## src/rtl/phs_pkg.sv

```systemverilog
package phs_pkg;
  // clock and half-millisecond time base
  localparam int CLK_KHZ        = 25000;   // 25 MHz system clock
  localparam int HALF_MS_US     = 500;     // sequencer timer unit
  localparam int HALF_MS_CYC    = HALF_MS_US * CLK_KHZ / 1000;
  localparam int TURNOFF_MAX_US = 10;      // reset assert to first rail off
  localparam int TURNOFF_CYC    = TURNOFF_MAX_US * CLK_KHZ / 1000;
  localparam int FAULT_WAIT_MS  = 100;     // post-fault wait before restart
  localparam int WAKE_PULSE_MS  = 25;      // automatic wake pulse length
  localparam int RETRY_MS       = 32;      // grace time for a slow rail
  localparam int FAULT_UNITS    = FAULT_WAIT_MS * 1000 / HALF_MS_US;
  localparam int WAKE_UNITS     = WAKE_PULSE_MS * 1000 / HALF_MS_US;
  localparam int RETRY_UNITS    = RETRY_MS * 1000 / HALF_MS_US;

  // register offsets (byte addresses, one word each)
  localparam logic [3:0] ADDR_SEQ  = 4'h0;
  localparam logic [3:0] ADDR_RAIL = 4'h4;
  localparam logic [3:0] ADDR_VOUT = 4'h8;
  localparam logic [3:0] ADDR_STAT = 4'hc;

  // highest output voltage code for every channel
  localparam logic [5:0] VOUT_MAX_CODE = 6'h32;
  localparam logic [2:0] RESET_RELEASE_DELAY_16MS   = 3'h4;

  // sequencing word: slots, step delays, reset delay, misc
  typedef struct packed {
    logic [11:0]      rsvd;
    logic             hystEnable;    // first channel hysteretic control
    logic             wakeDisable;   // suppress automatic wake pulse
    logic [2:0]       rstDelaySel;   // 1 ms << sel
    logic [2:0][2:0]  stepDelay;     // per channel delay code
    logic [2:0][1:0]  seqSlot;       // 1..3, 0 leaves the channel out
  } phs_seq_t;

  // per channel enables and switching styles per power state
  typedef struct packed {
    logic [4:0] rsvd;
    logic [2:0] phase;     // 180 degree shifted switching
    logic [2:0] disch;     // active discharge while off
    logic [2:0] hiccup;    // hiccup protection on short circuit
    logic [2:0] pwmHib;    // forced_pwm in hibernate
    logic [2:0] pwmLp;     // forced_pwm in low power
    logic [2:0] pwmAct;    // forced_pwm in active
    logic [2:0] enHib;
    logic [2:0] enLp;
    logic [2:0] enAct;
  } phs_rail_cfg_t;

  // output voltage codes and soft-start rates
  typedef struct packed {
    logic [7:0]      rsvd;
    logic [2:0][1:0] ssr;    // 0: 3.125, 1: 1.563, 2: 1.042, 3: 0.781 V/ms
    logic [2:0][5:0] vout;   // steps above each channel's floor
  } phs_vout_t;

  // rail drive towards the power stages
  typedef struct packed {
    logic [2:0] en;
    logic [2:0] pwm;
    logic [2:0] dis;
  } phs_rails_t;

  // register port request
  typedef struct packed {
    logic [3:0]  addr;
    logic [31:0] wdata;
    logic        we;
    logic        re;
  } phs_bus_t;

  typedef enum logic [3:0] {
    S_OFF      = 4'h0,
    S_STEP_DLY = 4'h1,
    S_STEP_PG  = 4'h2,
    S_RST_DLY  = 4'h3,
    S_ACTIVE   = 4'h4,
    S_LOWPWR   = 4'h5,
    S_GOING_DN = 4'h6,
    S_HIBER    = 4'h7,
    S_FAULT    = 4'h8
  } phs_state_t;

  localparam phs_seq_t SEQ_RST = '{rsvd: 12'h000, hystEnable: 1'b0,
    wakeDisable: 1'b0, rstDelaySel: RESET_RELEASE_DELAY_16MS,
    stepDelay: {3'h4, 3'h5, 3'h1}, seqSlot: {2'h3, 2'h2, 2'h1}};
  localparam phs_rail_cfg_t RAIL_RST = '{rsvd: 5'h00, phase: 3'h5,
    disch: 3'h7, hiccup: 3'h7, pwmHib: 3'h0, pwmLp: 3'h0, pwmAct: 3'h7,
    enHib: 3'h2, enLp: 3'h7, enAct: 3'h7};
  localparam phs_vout_t VOUT_RST = '{rsvd: 8'h00, ssr: {2'h0, 2'h0, 2'h0},
    vout: {6'h16, 6'h1e, 6'h2a}};
endpackage

```

## src/rtl/phs_sequencer.sv

```systemverilog
// How it works
// - lpr before hold drop enters hibernate
// - rails start off within ten microseconds
// - hibernate, lpr falls, hold low: off
// - hold rising in hibernate restarts, skip live rails
// - lpr may drop anytime after hold rises
// - kept rail stays pulse-skip until reset release
// - fault: all off, wait 100 ms, restart
// - fault in hibernate: 25 ms echo wake pulse
// - wake pulse lies inside the 100 ms wait
// - echo follows start input otherwise
// - reset released only with power hold high
// - lpr high after restart: enter low power
// - no wake pulse outside hibernate faults
// - wake pulse can be disabled, default on
// - reset delay 1 to 128 ms, default 16
// - per channel output voltage codes
// - per state enable and pwm choice
// - four soft-start rates, default fastest
// - per channel slot and step delay
// - no hiccup: short stops all, restarts
// - discharge while a channel is off
// - per channel 180 degree phase
// - first channel hysteretic control enable
module phs_sequencer #(
  parameter int HALF_MS_CYC_P = phs_pkg::HALF_MS_CYC  // cycles per 0.5 ms
) (
  // clock and reset
  input  wire logic                 clk_sys,
  input  wire logic                 rst,
  // register port
  input  wire phs_pkg::phs_bus_t    busReq,
  output logic [31:0]               readData,
  // processor handshake pins
  input  wire logic                 startInN,
  input  wire logic                 powerHold,
  input  wire logic                 lowPowerRequest,
  output logic                      resetOutN,
  output logic                      startEchoOutN,
  // power stage status
  input  wire logic [2:0]           railGood,
  input  wire logic [2:0]           railShort,
  input  wire logic                 faultIn,
  // power stage control
  output phs_pkg::phs_rails_t       rails,
  output phs_pkg::phs_vout_t        voutCfg,
  output logic [2:0]                phaseSel,
  output logic                      hystEnable
);
  import phs_pkg::*;

  localparam int OFF_MAX_CYC = TURNOFF_CYC;  // assertion bound

  // the prescaler is 16 bits wide
  if (HALF_MS_CYC_P < 2 || HALF_MS_CYC_P > 65535) begin : g_chk
    $error("HALF_MS_CYC_P out of range");
  end

  // step delay code to half-millisecond units
  function automatic logic [8:0] dlyUnits(input logic [2:0] code);
    case (code)
      3'h0:    dlyUnits = 9'h000;
      3'h1:    dlyUnits = 9'h001;
      3'h2:    dlyUnits = 9'h002;
      3'h3:    dlyUnits = 9'h004;
      3'h4:    dlyUnits = 9'h008;
      3'h5:    dlyUnits = 9'h010;
      3'h6:    dlyUnits = 9'h018;
      default: dlyUnits = 9'h020;
    endcase
  endfunction

  // saturate a written voltage code to the top of the range
  function automatic logic [5:0] clampCode(input logic [5:0] code);
    clampCode = (code > VOUT_MAX_CODE) ? VOUT_MAX_CODE : code;
  endfunction

  // ---------------- input synchronisers ----------------
  logic [9:0] syncA_reg, syncA_next;  // first stage, read only by stage two
  logic [9:0] syncB_reg, syncB_next;  // second stage, safe to use
  logic       phPrev_reg, phPrev_next;
  logic       startS, phS, lprS, faultS;
  logic [2:0] goodS, shortS;

  // two flops on every pin before any logic sees it
  always_comb begin
    syncA_next  = {startInN, powerHold, lowPowerRequest, railGood,
                   railShort, faultIn};
    syncB_next  = syncA_reg;
    phPrev_next = syncB_reg[8];
  end

  always_ff @(posedge clk_sys or posedge rst) begin
    if (rst) begin
      syncA_reg  <= 10'h200;
      syncB_reg  <= 10'h200;
      phPrev_reg <= 1'b0;
    end else begin
      syncA_reg  <= syncA_next;
      syncB_reg  <= syncB_next;
      phPrev_reg <= phPrev_next;
    end
  end

  assign startS = syncB_reg[9];
  assign phS    = syncB_reg[8];
  assign lprS   = syncB_reg[7];
  assign goodS  = syncB_reg[6:4];
  assign shortS = syncB_reg[3:1];
  assign faultS = syncB_reg[0];

  // ---------------- configuration registers ----------------
  phs_seq_t      seq_reg, seq_next;
  phs_rail_cfg_t rail_reg, rail_next;
  phs_vout_t     vout_reg, vout_next;
  logic [31:0]   rdata_reg, rdata_next;
  logic [31:0]   statWord;          // live status word
  phs_vout_t     wrVout;            // write data seen as voltage word

  // decode writes; a read answers in the next cycle only
  always_comb begin
    seq_next   = seq_reg;
    rail_next  = rail_reg;
    vout_next  = vout_reg;
    rdata_next = 32'h0000_0000;
    wrVout     = phs_vout_t'(busReq.wdata);
    if (busReq.we) begin
      case (busReq.addr)
        ADDR_SEQ: begin
          seq_next      = phs_seq_t'(busReq.wdata);
          seq_next.rsvd = '0;
        end
        ADDR_RAIL: begin
          rail_next      = phs_rail_cfg_t'(busReq.wdata);
          rail_next.rsvd = '0;
        end
        ADDR_VOUT: begin
          vout_next.ssr = wrVout.ssr;
          for (int i = 0; i < 3; i++) begin
            vout_next.vout[i] = clampCode(wrVout.vout[i]);
          end
        end
        default: ;  // status and unmapped: writes ignored
      endcase
    end
    if (busReq.re) begin
      case (busReq.addr)
        ADDR_SEQ:  rdata_next = seq_reg;
        ADDR_RAIL: rdata_next = rail_reg;
        ADDR_VOUT: rdata_next = vout_reg;
        ADDR_STAT: rdata_next = statWord;
        default:   rdata_next = 32'h0000_0000;
      endcase
    end
  end

  always_ff @(posedge clk_sys or posedge rst) begin
    if (rst) begin
      seq_reg   <= SEQ_RST;
      rail_reg  <= RAIL_RST;
      vout_reg  <= VOUT_RST;
      rdata_reg <= 32'h0000_0000;
    end else begin
      seq_reg   <= seq_next;
      rail_reg  <= rail_next;
      vout_reg  <= vout_next;
      rdata_reg <= rdata_next;
    end
  end

  // ---------------- sequencer ----------------
  phs_state_t state_reg, state_next;
  logic [1:0]  slot_reg, slot_next;        // current sequence step
  logic [2:0]  railOn_reg, railOn_next;    // rails commanded on
  logic [2:0]  kept_reg, kept_next;        // rails left up by hibernate
  logic        restart_reg, restart_next;  // sequence launched by fault
  logic        faultHib_reg, faultHib_next;
  logic        hibTgt_reg, hibTgt_next;    // going down into hibernate
  logic        rstN_reg, rstN_next;
  logic        echo_reg, echo_next;
  logic        wakeLow;                    // wake pulse window
  phs_rails_t  rails_reg, rails_next;
  logic [15:0] presc_reg, presc_next;
  logic [8:0]  tmr_reg, tmr_next;          // half-millisecond units
  logic        halfTick, tmrClr, phRise, faultQual;
  logic [2:0]  stepMask, stateMask;
  logic [8:0]  stepDly, rstUnits;

  assign phRise = phS & ~phPrev_reg;
  // a short on a channel without hiccup behaves like a hard fault
  assign faultQual = faultS | (|(shortS & ~rail_reg.hiccup));
  assign halfTick  = (presc_reg == 16'(HALF_MS_CYC_P - 1));
  assign rstUnits  = 9'h002 << seq_reg.rstDelaySel;

  // channels in this slot not yet running; slot 0 is never started
  always_comb begin
    stepMask = '0;
    stepDly  = '0;
    for (int i = 2; i >= 0; i--) begin
      if (seq_reg.seqSlot[i] == slot_reg && rail_reg.enAct[i] &&
          !railOn_reg[i]) begin
        stepMask[i] = 1'b1;
        stepDly     = dlyUnits(seq_reg.stepDelay[i]);
      end
    end
  end

  // next state of the power state machine
  always_comb begin
    state_next    = state_reg;
    slot_next     = slot_reg;
    railOn_next   = railOn_reg;
    kept_next     = kept_reg;
    restart_next  = restart_reg;
    faultHib_next = faultHib_reg;
    hibTgt_next   = hibTgt_reg;
    rstN_next     = rstN_reg;
    case (state_reg)
      S_OFF: begin
        railOn_next = '0;
        if (!startS || phRise) begin
          state_next   = S_STEP_DLY;
          slot_next    = 2'h1;
          restart_next = 1'b0;
          kept_next    = '0;
        end
      end
      S_STEP_DLY: begin
        if (stepMask == '0) begin
          if (slot_reg == 2'h3) state_next = S_RST_DLY;
          else slot_next = slot_reg + 2'h1;
        end else if (tmr_reg >= stepDly) begin
          // first step needs a still valid start event
          if (slot_reg == 2'h1 && !restart_reg && !phS && startS) begin
            state_next = S_OFF;
          end else begin
            railOn_next = railOn_reg | stepMask;
            state_next  = S_STEP_PG;
          end
        end
      end
      S_STEP_PG: begin
        if ((goodS & railOn_reg) == railOn_reg) begin
          if (slot_reg == 2'h3) begin
            state_next = S_RST_DLY;
          end else begin
            slot_next  = slot_reg + 2'h1;
            state_next = S_STEP_DLY;
          end
        end else if (tmr_reg >= 9'(RETRY_UNITS)) begin
          state_next  = S_OFF;   // rail never came up: give up
          railOn_next = '0;
        end
      end
      S_RST_DLY: begin
        if (tmr_reg >= rstUnits) begin
          if (phS) begin
            rstN_next  = 1'b1;
            kept_next  = '0;
            state_next = lprS ? S_LOWPWR : S_ACTIVE;
          end else begin
            state_next  = S_OFF;
            railOn_next = '0;
          end
        end
      end
      S_ACTIVE, S_LOWPWR: begin
        if (!phS) begin
          rstN_next   = 1'b0;
          hibTgt_next = lprS;
          state_next  = S_GOING_DN;
        end else begin
          state_next = lprS ? S_LOWPWR : S_ACTIVE;
        end
      end
      S_GOING_DN: begin
        // rails drop one cycle after the reset output falls
        railOn_next = hibTgt_reg ? (railOn_reg & rail_reg.enHib) : '0;
        state_next  = hibTgt_reg ? S_HIBER : S_OFF;
      end
      S_HIBER: begin
        if (!lprS && !phS) begin
          state_next  = S_OFF;
          railOn_next = '0;
        end else if (phRise) begin
          state_next   = S_STEP_DLY;
          slot_next    = 2'h1;
          kept_next    = railOn_reg;
          restart_next = 1'b0;
        end
      end
      S_FAULT: begin
        if (tmr_reg >= 9'(FAULT_UNITS)) begin
          state_next   = S_STEP_DLY;
          slot_next    = 2'h1;
          restart_next = 1'b1;
          kept_next    = '0;
        end
      end
      default: state_next = S_OFF;
    endcase
    // a fault overrides any powered state
    if (faultQual && state_reg != S_OFF && state_reg != S_FAULT) begin
      state_next    = S_FAULT;
      railOn_next   = '0;
      rstN_next     = 1'b0;
      faultHib_next = (state_reg == S_HIBER) && !seq_reg.wakeDisable;
    end
  end

  // timer restarts whenever the state or step moves on
  always_comb begin
    tmrClr     = (state_next != state_reg) || (slot_next != slot_reg);
    presc_next = (tmrClr || halfTick) ? 16'h0000 : presc_reg + 16'h0001;
    if (tmrClr) tmr_next = 9'h000;
    else if (halfTick && tmr_reg != 9'h1ff) tmr_next = tmr_reg + 9'h001;
    else tmr_next = tmr_reg;
  end

  // outputs computed from next values so every pin is a flop
  always_comb begin
    // wake pulse occupies the tail of the fault wait
    wakeLow = (state_next == S_FAULT) && faultHib_next &&
              (tmr_reg >= 9'(FAULT_UNITS - WAKE_UNITS));
    echo_next = wakeLow ? 1'b0 : startS;
    case (state_next)
      S_ACTIVE: stateMask = rail_reg.enAct;
      S_LOWPWR: stateMask = rail_reg.enLp;
      default:  stateMask = 3'h7;
    endcase
    rails_next.en = railOn_next & stateMask;
    case (state_next)
      S_ACTIVE: rails_next.pwm = rail_reg.pwmAct;
      S_LOWPWR: rails_next.pwm = rail_reg.pwmLp;
      S_HIBER, S_GOING_DN: rails_next.pwm = rail_reg.pwmHib;
      default: rails_next.pwm = (rail_reg.pwmAct & ~kept_next) |
                                (rail_reg.pwmHib & kept_next);
    endcase
    rails_next.dis = rail_reg.disch & ~rails_next.en;
  end

  always_ff @(posedge clk_sys or posedge rst) begin
    if (rst) begin
      state_reg    <= S_OFF;
      slot_reg     <= 2'h1;
      railOn_reg   <= '0;
      kept_reg     <= '0;
      restart_reg  <= 1'b0;
      faultHib_reg <= 1'b0;
      hibTgt_reg   <= 1'b0;
      rstN_reg     <= 1'b0;
      echo_reg     <= 1'b1;
      rails_reg    <= '{en: 3'h0, pwm: 3'h0, dis: 3'h7};
      presc_reg    <= 16'h0000;
      tmr_reg      <= 9'h000;
    end else begin
      state_reg    <= state_next;
      slot_reg     <= slot_next;
      railOn_reg   <= railOn_next;
      kept_reg     <= kept_next;
      restart_reg  <= restart_next;
      faultHib_reg <= faultHib_next;
      hibTgt_reg   <= hibTgt_next;
      rstN_reg     <= rstN_next;
      echo_reg     <= echo_next;
      rails_reg    <= rails_next;
      presc_reg    <= presc_next;
      tmr_reg      <= tmr_next;
    end
  end

  // status word: state, rail enables, handshake pins
  assign statWord = {23'h000000, echo_reg, rstN_reg, rails_reg.en,
                     state_reg};

  // port drive, all from flops
  assign readData      = rdata_reg;
  assign resetOutN     = rstN_reg;
  assign startEchoOutN = echo_reg;
  assign rails         = rails_reg;
  assign voutCfg       = vout_reg;
  assign phaseSel      = rail_reg.phase;
  assign hystEnable    = seq_reg.hystEnable;

  // ---------------- checks ----------------
  logic [31:0] faultCyc;  // cycles spent in the fault wait
  always_ff @(posedge clk_sys or posedge rst) begin
    if (rst) faultCyc <= '0;
    else if (state_reg == S_FAULT) faultCyc <= faultCyc + 32'h1;
    else faultCyc <= '0;
  end
endmodule // phs_sequencer

```

## config.mk

```make
export PLATFORM = sky130hd
export DESIGN_NAME = phs_sequencer
export DESIGN_NICKNAME = d
export VERILOG_FILES = /design/src/rtl/phs_pkg.sv /design/src/rtl/phs_sequencer.sv
export SDC_FILE = /design/constraint.sdc
export NUM_CORES = 1
export LEC_CHECK = 0
export BUFFER_PORTS_ARGS = -buffer_cell sky130_fd_sc_hd__buf_2
export CAP_MARGIN = 20
export CORE_MARGIN = 2
export CORE_UTILIZATION = 55
export DETAILED_ROUTE_END_ITERATION = 7
export PLACE_DENSITY = 0.85
export SLEW_MARGIN = 30
export SYNTH_ARGS = -nofsm -noshare
export SYNTH_HDL_FRONTEND = slang
export SYNTH_SLANG_ARGS = --single-unit
```

## constraint.sdc

```tcl
create_clock -name clk_sys -period 14.6 [get_ports clk_sys]
set_clock_uncertainty 0.1 [all_clocks]
set_input_delay 0 -clock clk_sys [delete_from_list [all_inputs] [get_ports clk_sys]]
set_output_delay 0 -clock clk_sys [all_outputs]
set_load 0.02 [all_outputs]
```

Word-level counts from Yosys, hierarchy flattened. Index checks and enable logic that the tools add are counted.

Equality and inequality tests: 52. $add $sub $neg: 3. Shifts and indexed selects: 1. Bitwise operators: 16. $lt $le $gt $ge: 8. Reduce and logical (&&, ||, !) cells: 46. Muxes and demuxes: 75.

Operators with widths (count): case mux 6 bit (7 select lines) (3); case mux 27 bit (4 select lines) (1); 2-to-1 mux 3 bit (18); 2-to-1 mux 4 bit (11); equality test 4 x 3 -> 1 bit, second input constant (9); 2-to-1 mux 9 bit (4); case mux 4 bit (8 select lines) (1); equality test 3 bit, second input constant (9); 2-to-1 mux 27 bit (1); 2-to-1 mux 6 bit (4); bitwise AND 3 bit (7); 2-to-1 mux 2 bit (10); equality test 3 x 2 -> 1 bit, second input constant (6); >= comparator 9 x 8 -> 1 bit, second input constant (2); >= comparator 9 bit (2); greater-than comparator 6 bit, second input constant (3); case mux 3 bit (6 select lines) (1); adder 16 x 1 -> 16 bit, second input constant (1); equality test 16 x 14 -> 1 bit, second input constant (1); equality test 4 bit, second input constant (4); logical AND 1 bit (16); 2-to-1 mux 16 bit (1); 2-to-1 mux 1 bit (14); logical NOT 3 bit (4); other kinds (39) (68).

Register bits after elaboration: 175.

Depth between registers and ports, before layout. Gate-level depths: netlist (run 1).

Depth after elaboration: 16. Mapped depth: 19.

Worst setup path before layout (run 1). No wires, ideal clock.

Kind: reg-to-reg. Start: register slot_reg[0]. End: register presc_reg[13]. Period minus slack after synthesis: 3.730 ns. Arrival time: 3.470 ns. Buffers on the path: 3. Data required time: 14.340 ns. Slack: 10.870 ns. Stages on the path, launching flop included: 18. Path through: dfstp_2 -> buf_2 -> xor2_1 -> nor4b_2 -> buf_2 -> nor2b_1 -> nand3_1 -> o21ai_0 -> o21ai_0 -> ha_1 -> nand2_1 -> o21ai_0 -> a41oi_1 -> nor3_1 -> nor2_1 -> a221oi_2 -> buf_2 -> nor4_1.

Word-level cells in the longest chain between the ends: 15.

RTL lines: start: declaration (line phs_sequencer.sv:173) `logic [1:0] slot_reg, slot_next;`; start signal: assignment (line phs_sequencer.sv:358) `slot_reg <= slot_next;`; equality test 2 bit (line phs_sequencer.sv:200) `if (seq_reg.seqSlot[i] == slot_reg && rail_reg.enAct[i] &&`; logical AND 1 bit (2 in series) (line phs_sequencer.sv:200); 2-to-1 mux 6 bit (line phs_sequencer.sv:200); 2-to-1 mux 9 bit (2 in series) (line phs_sequencer.sv:200); >= comparator 9 bit (line phs_sequencer.sv:232) `end else if (tmr_reg >= stepDly) begin`; 2-to-1 mux 4 bit (line phs_sequencer.sv:232); 2-to-1 mux 4 bit (line phs_sequencer.sv:229) `if (stepMask == '0) begin`; case mux 4 bit (8 select lines) (line phs_sequencer.sv:218) `case (state_reg)`; 2-to-1 mux 4 bit (line phs_sequencer.sv:303) `if (faultQual && state_reg != S_OFF && state_reg != S_FAULT) begin`; != test 4 bit (line phs_sequencer.sv:313) `tmrClr = (state_next != state_reg) || (slot_next != slot_reg);`; logical OR 1 bit (*) (line phs_sequencer.sv:313); logical OR 1 bit (*) (line phs_sequencer.sv:314) `presc_next = (tmrClr || halfTick) ? 16'h0000 : presc_reg + 16'h0001;`; 2-to-1 mux 16 bit (*) (line phs_sequencer.sv:314); net presc_next[13] (line phs_sequencer.sv:183) `logic [15:0] presc_reg, presc_next;`; end signal: assignment (line phs_sequencer.sv:367) `presc_reg <= presc_next;`; end: declaration (line phs_sequencer.sv:183).

The timed path passes the listed nets; every way through them passes the cells marked *. A chain may end at the register's enable or synchronous reset.

Worst setup path in the final report (run 1).
Start: register slot_reg[0]. End: register tmr_reg[1].

Word-level cells in the longest chain between the ends: 14.

RTL lines: equality test 2 bit (line phs_sequencer.sv:200); logical AND 1 bit (2 in series) (line phs_sequencer.sv:200); 2-to-1 mux 6 bit (line phs_sequencer.sv:200); 2-to-1 mux 9 bit (2 in series) (line phs_sequencer.sv:200); >= comparator 9 bit (line phs_sequencer.sv:232); 2-to-1 mux 4 bit (line phs_sequencer.sv:232); 2-to-1 mux 4 bit (line phs_sequencer.sv:229); case mux 4 bit (8 select lines) (line phs_sequencer.sv:218); 2-to-1 mux 4 bit (line phs_sequencer.sv:303); != test 4 bit (line phs_sequencer.sv:313); logical OR 1 bit (*) (line phs_sequencer.sv:313); 2-to-1 mux 9 bit or nonzero test 2 bit (tied branches); end signal: assignment (line phs_sequencer.sv:368) `tmr_reg <= tmr_next;`; end: declaration (line phs_sequencer.sv:184) `logic [8:0] tmr_reg, tmr_next;`.

Every way passes the cells marked *; elsewhere a longest branch is shown, timed or not.

==> flow_metrics.tcl, run 1 <==
set metrics [dict create \
    crit_type "flip-flop to flip-flop" \
    root_buffer "clkbuf_16" \
    arrival_ns 4.80 \
    yosys.area.top_type_share 0.369 \
    setup_viol_count_final 0 \
    drt-wirelength-per-cell_microns 20.1 \
    ys_async_sr_fraction 1.00 \
    synth_top_area_cell "dfrtp_1" \
    p_leak_uw 0.00469 \
    track_usage 0.283 \
    fmax_ghz 0.216 \
    maxCapViolCount 0 \
    dieArea_sq_um 16500 \
    fin_area_sq_um 10200 \
    io-pin-count 129 \
    dr.pass1.iters 6 \
    setup_tns_ns 0 \
    ys_ff_latch 170 \
    finalCriticalPeriod_ns 4.63 \
    slew-limit-headroom 0.410 \
    worstMarginPinSlew_ns 0.883 \
    cts_buffer_depth 2 \
    p_total_uw 1510 \
    cts_max_level 4 \
    worstPathMaxFanout 25 \
    cts_buffers 17 \
    areaGrowthSynthToFinish_pct 19.9 \
    hp-class "input port to flip-flop" \
    seq_area_frac_synth 0.504 \
    clk_latency_ns 0.44 \
    outcome "completed" \
    via_per_inst 6.20 \
    synth.distinct_cells 71 \
    startpoint_type "flip-flop" \
    drive_above_1_share 0.304 \
    critPathTopFamily "simple AND/OR/NAND/NOR gates" \
    cpPeakStageDelay_ns 0.75 \
    fin_cells 1128 \
    wl_met3_mm 1.63 \
    grt_max_degree 111 \
    rows 45 \
    drt-met1-wl_mm 9.23 \
    fillerInstances 1046 \
    synth_edf_count 0 \
    post_dp_cell_area_sq_um 9170 \
    hold_viol 0 \
    cts_tree "built" \
    initial_core_util 0.562 \
    vias 6996 \
    antenna_cells 0 \
    crit_path_end_kind "flip-flop" \
    path_buf_inv 1 \
    ant_nets 0 \
    clock-sinks 170 \
    rsz0062_at_grt "no" \
    overflow 0 \
    synthFlopType "dfrtp_1" \
    synth_warnings 0 \
    grt_antenna_before_repair 2 \
    gp_congestion 0.937 \
    synthTopCellsByArea "dfrtp_1 (37%), dfstp_2 (14%), mux2_2 (8.2%), ha_1 (2.6%), o21ai_0 (2.5%)" \
    syn_area_sq_um 8540 \
    finalWorstSetupSlack_ns 9.97 \
    core_area_sq_um 15200 \
    dp_slack_ns 10.18 \
    period_share 0.317 \
    peakVddDrop_mv 0.116 \
    path_clk_slew_ns 0.07 \
    io_buffers 110 \
    drt-initial-drc-count 761 \
    worst_path_most_repeated_cell "a41oi_1" \
    cp_data_required_time_ns 14.77 \
    die_h_microns 129 \
    cp_slowest_cell "nor4b_2" \
    largest_reg_flops 27 \
    wl_met2_mm 11.1 \
    crit_chain "xor2_1 -> nor4b_2 -> nand2_1 -> nor3_1 -> a41oi_1 -> nor2_1 -> a41oi_1 -> ha_1 -> inv_1 -> o21ai_0 -> a41oi_1 -> and2_1 -> or2_2 -> o211ai_4 -> nor3_1" \
    report.final.slew_viol_count 0 \
    top_layer_used "met4" \
    hpwl_mm 14.0 \
    place_inst 1047 \
    die_x_microns 129 \
    drc 0 \
    synth_cells 783 \
    nets 995 \
    synth.avg_cell_area_sq_um 10.9 \
    grt_first_pass_wirelength_mm 36.1 \
    p_per_area_nw_per_um2 148 \
    wl_mm 22.7 \
    grt_pass1_vias 6743 \
]
## kinds of logic (layout without fill, tap and decap cells)
logic type	Yosys count	count (layout)	share of synthesized area
AO/OA/AOI/OAI	132	132	0.103
buffers and inverters	76	221	0.0429
multiplexers	84	84	0.121
XOR/XNOR	30	30	0.0308
AND/OR/NAND/NOR	272	272	0.172
adder cells (fa/ha/maj)	18	18	0.0264
flip-flops	170	170	0.504
other	1	13	0.000439
## stage by stage
step	hold WS, ns	utilization
finish	0.101	0.674
global route	0.103	0.674
CTS	0.0842	0.674
detailed placement	0.00659	0.603
global placement	0.00601	0.603
floorplan	-0.0955	-
## worst register-to-register path, cell delays in order, from the launching register on
cell	delay (ns)
dfstp_2	0.66
xor2_1	0.13
nor4b_2	0.75
nand2_1	0.22
nor3_1	0.25
a41oi_1	0.08
nor2_1	0.11
a41oi_1	0.06
ha_1	0.33
inv_1	0.04
o21ai_0	0.16
a41oi_1	0.12
and2_1	0.27
or2_2	0.40
o211ai_4	0.64
nor3_1	0.17
## placed cells by master, fill, tap and decap left out, drive strengths merged, types with 22 or more instances in the layout
master       netlist  layout
dfrtp            126     126
buf               27     119
mux2              62      62
nand2             57      57
nor2              53      53
dlygate4sd3        0      49
dfstp             44      44
o21ai             44      44
nor3              33      33
inv               21      26
a21oi             24      24
and3              22      22
clkbuf            28      22
## synth_stat cells, types with 5 or more instances
library cell	n
xnor2_1	10
dfstp_2	44
nand2_1	57
nand3b_1	8
nor3_1	33
a21o_1	5
xor2_1	20
dfrtp_1	126
inv_1	21
a21oi_1	24
o21ai_0	43
mux2_2	62
ha_1	18
nor2_1	53
mux2i_1	13
nor2b_1	16
nor4_1	14
nand4_1	9
clkbuf_1	28
buf_2	5
a31oi_1	8
mux4_2	9
buf_4	16
and3_1	22
nand3_1	19
and2_1	6
nand2b_1	6
o31ai_1	5
## path summary, 6_finish.rpt
kind,start,endpoint,slack (ns),cells past startpoint
setup / recovery,slot_reg[0],tmr_reg[1],9.97,15
hold / removal,busReq[36],readData[16],0.10,4
setup reg to reg,slot_reg[0],tmr_reg[1],9.97,15
hold reg to reg,syncA_reg[9],syncB_reg[9],0.25,0
max in group asynchronous,rst,seq_reg[12],13.06,4
min in group asynchronous,rst,restart_reg,0.15,3
## metal layers
| metal | GRT usage | vias to the layer above |
|---|---|---|
| li1 | - | 3092 |
| met1 | 0.380 | 3490 |
| met2 | 0.453 | 349 |
| met3 | 0.0590 | 65 |
| met4 | 0.120 | 0 |
| met5 | 0 | - |
## cell type report
cell class | instances | area, sq um | area share
tap | 188 | 235 | 0.0230
timing repair buffer | 168 | 1110 | 0.108
clock inverter | 10 | 104 | 0.0101
sequential | 170 | 4310 | 0.421
clock buffer | 22 | 474 | 0.0463
multi-input combinational | 549 | 3930 | 0.383
inverter | 21 | 86.3 | 0.00843
## timing repair
action	CTS	global route
resized for setup	0	0
hold endpoints to repair	165	0
hold buffers	49	0
setup buffers	0	0
## where the power goes
| group | switching (uW) | internal, uW | leakage (uW) |
|---|---|---|---|
| clock | 196 | 252 | 0.000283 |
| combinational | 253 | 167 | 0.00230 |
| sequential | 88.6 | 557 | 0.00211 |
| total | 538 | 976 | 0.00469 |
No activity file was read; power rests on OpenSTA's default activity.
==> run 2, diff against run 1 <==
--- a/config.mk
+++ b/config.mk
@@ -8,7 +8,7 @@
 export BUFFER_PORTS_ARGS = -buffer_cell sky130_fd_sc_hd__buf_2
 export CAP_MARGIN = 20
 export CORE_MARGIN = 2
-export CORE_UTILIZATION = 55
+export CORE_UTILIZATION = 52
 export DETAILED_ROUTE_END_ITERATION = 7
 export PLACE_DENSITY = 0.85
 export SLEW_MARGIN = 30
==> constraint.sdc (replaced) <==
create_clock -name clk_sys -period 4.15 [get_ports clk_sys]
set_clock_uncertainty 0.1 [all_clocks]
set_input_delay 0 -clock clk_sys [delete_from_list [all_inputs] [get_ports clk_sys]]
set_output_delay 0 -clock clk_sys [all_outputs]
set_load 0.02 [all_outputs]
==> flow_metrics.tcl, run 2 (synthesis results as in run 1) <==
set metrics [dict create \
    cts_tree "built" \
    critPathTopFamily "simple AND/OR/NAND/NOR gates" \
    grt_antenna_before_repair 0 \
    final_common_cell "dfrtp_1" \
    path_buf_inv 2 \
    worst_path_most_repeated_cell "o21ai_0" \
    dr.pass1.iters 6 \
    grt_first_pass_wirelength_mm 36.8 \
    crit_chain "xor2_1 -> nor4b_2 -> buf_4 -> nor2b_2 -> nand3_1 -> o21ai_0 -> o21ai_0 -> ha_1 -> nand2_1 -> o21ai_0 -> a41oi_2 -> nor3_1 -> nor2_1 -> a221oi_2 -> buf_4 -> nor4_1" \
    crit_path_end_kind "flip-flop" \
    setup_viol_count_final 0 \
    die_h_microns 132 \
    wl_mm 23.1 \
    hold_viol 0 \
    startpoint_type "flip-flop" \
    die_x_microns 132 \
    cts_max_level 4 \
    overflow 0 \
    ant_nets 0 \
    period_share 0.940 \
    gp_congestion 0.949 \
    rows 46 \
    fillerInstances 1132 \
    cts_buffer_depth 2 \
    fmax_ghz 0.256 \
    final_cell_mix "dfrtp_1 (126), buf_2 (110), mux2_2 (62)" \
    worstMarginPinSlew_ns 0.960 \
    p_per_area_nw_per_um2 523 \
    rsz0062_at_grt "no" \
    clock-sinks 170 \
    min_from "busReq[34]" \
    setup_tns_ns 0 \
    clk_latency_ns 0.43 \
    p_total_uw 5420 \
    slew-limit-headroom 0.360 \
    hp-class "input port to flip-flop" \
    finalCriticalPeriod_ns 3.90 \
    r2r_end "presc_reg[12]" \
    drt-wirelength-per-cell_microns 19.9 \
    initial_core_util 0.534 \
    largest_reg_flops 27 \
    r2r_cells 16 \
    r2r_slack_ns 0.25 \
    core_area_sq_um 16000 \
    cts_buffers 17 \
    outcome "completed" \
    grt_pass1_vias 7027 \
    post-cts-setup-buffers 0 \
    whs_endpoint "readData[8]" \
    report.final.slew_viol_count 0 \
    nets 1003 \
    dieArea_sq_um 17500 \
    io_buffers 110 \
    arrival_ns 4.07 \
    cp_data_required_time_ns 4.32 \
    drive_above_1_share 0.310 \
    worstPathMaxFanout 25 \
    via_per_inst 6.02 \
    drc 0 \
    track_usage 0.269 \
    areaGrowthSynthToFinish_pct 21.4 \
    cpPeakStageDelay_ns 0.63 \
    vias 7010 \
    peakVddDrop_mv 0.344 \
    io-pin-count 129 \
    r2r_start "slot_reg[0]" \
    maxCapViolCount 0 \
    drt-initial-drc-count 876 \
    path_depth 16 \
    p_leak_uw 0.00475 \
    grt_max_degree 171 \
    hpwl_mm 14.7 \
    holdPathStages 4 \
    crit_type "flip-flop to flip-flop" \
    path_clk_slew_ns 0.06 \
    cp_slowest_cell "dfstp_2" \
    root_buffer "clkbuf_16" \
]
run 2: cell types whose count changed in the layout (fill, tap and decap cells not counted), sizes merged:
cell / previous run / this run
buf: 119 / 126
clkbuf: 22 / 19
clkinv: 3 / 4
diode: 0 / 1
dlygate4sd3: 49 / 50
inv: 26 / 27
run 2: final cells by class:
type	count	area (sq um)	area share
Tap cell	216	270	0.0261
Antenna cell	1	2.50	0.000241
Clock inverter	12	134	0.0129
Timing Repair Buffer	176	1200	0.115
Multi-Input combinational cell	549	3930	0.379
Clock buffer	19	443	0.0427
Sequential cell	170	4310	0.416
Inverter	21	82.6	0.00796
run 2: power by group:
part | switching [uW] | internal, uW | total (uW)
Sequential | 296 | 1960 | 2260
Clock | 714 | 863 | 1580
Combinational | 934 | 657 | 1590
run 2: worst register-to-register path, stage by stage (launching register included):
cell and delay (ns):
dfstp_2 0.63, xor2_1 0.12, nor4b_2 0.26, buf_4 0.24, nor2b_2 0.22, nand3_1 0.10
o21ai_0 0.11, o21ai_0 0.11, ha_1 0.31, nand2_1 0.05, o21ai_0 0.20, a41oi_2 0.21
nor3_1 0.34, nor2_1 0.10, a221oi_2 0.24, buf_4 0.32, nor4_1 0.10
run 2: worst max-delay path by stage:
stage | from | end | slack (ns)
6_report | slot_reg[0] | presc_reg[12] | 0.25
5_1_grt | slot_reg[0] | presc_reg[2] | 0.006
4_1_cts | slot_reg[0] | rails[8] | 0.12
3_5_place_dp | slot_reg[0] | rails[8] | 0.14
3_3_place_gp | slot_reg[0] | rails[8] | 0.34
2_1_floorplan | slot_reg[0] | presc_reg[13] | 0.42
run 2: layer usage:
metal	GRT usage	wire [microns]	part of all wire
met1	0.340	9280	0.40
met2	0.443	11200	0.49
met3	0.0561	1750	0.075
met4	0.128	886	0.038
met5	0	0	0
run 2: repair_timing:
item,4_1_cts,5_1_grt
setup endpoints to repair,0,12
endpoints found under the hold margin,216,0
hold buffers,50,0
gates resized for setup,0,4
run 2: through the flow:
stage	setup slack (ns)	instances	hold slack [ns]	utilization	cell area, sq um
final	0.250	1164	0.0496	0.648	10400
after global routing	0.00621	1163	0.0562	0.648	10400
after CTS	0.124	1163	0.0352	0.647	10400
after detailed placement	0.144	1082	0.00734	0.580	9280
after global placement	0.340	1082	0.00604	0.579	9270
after floorplan	0.420	795	-0.0955	-	8590
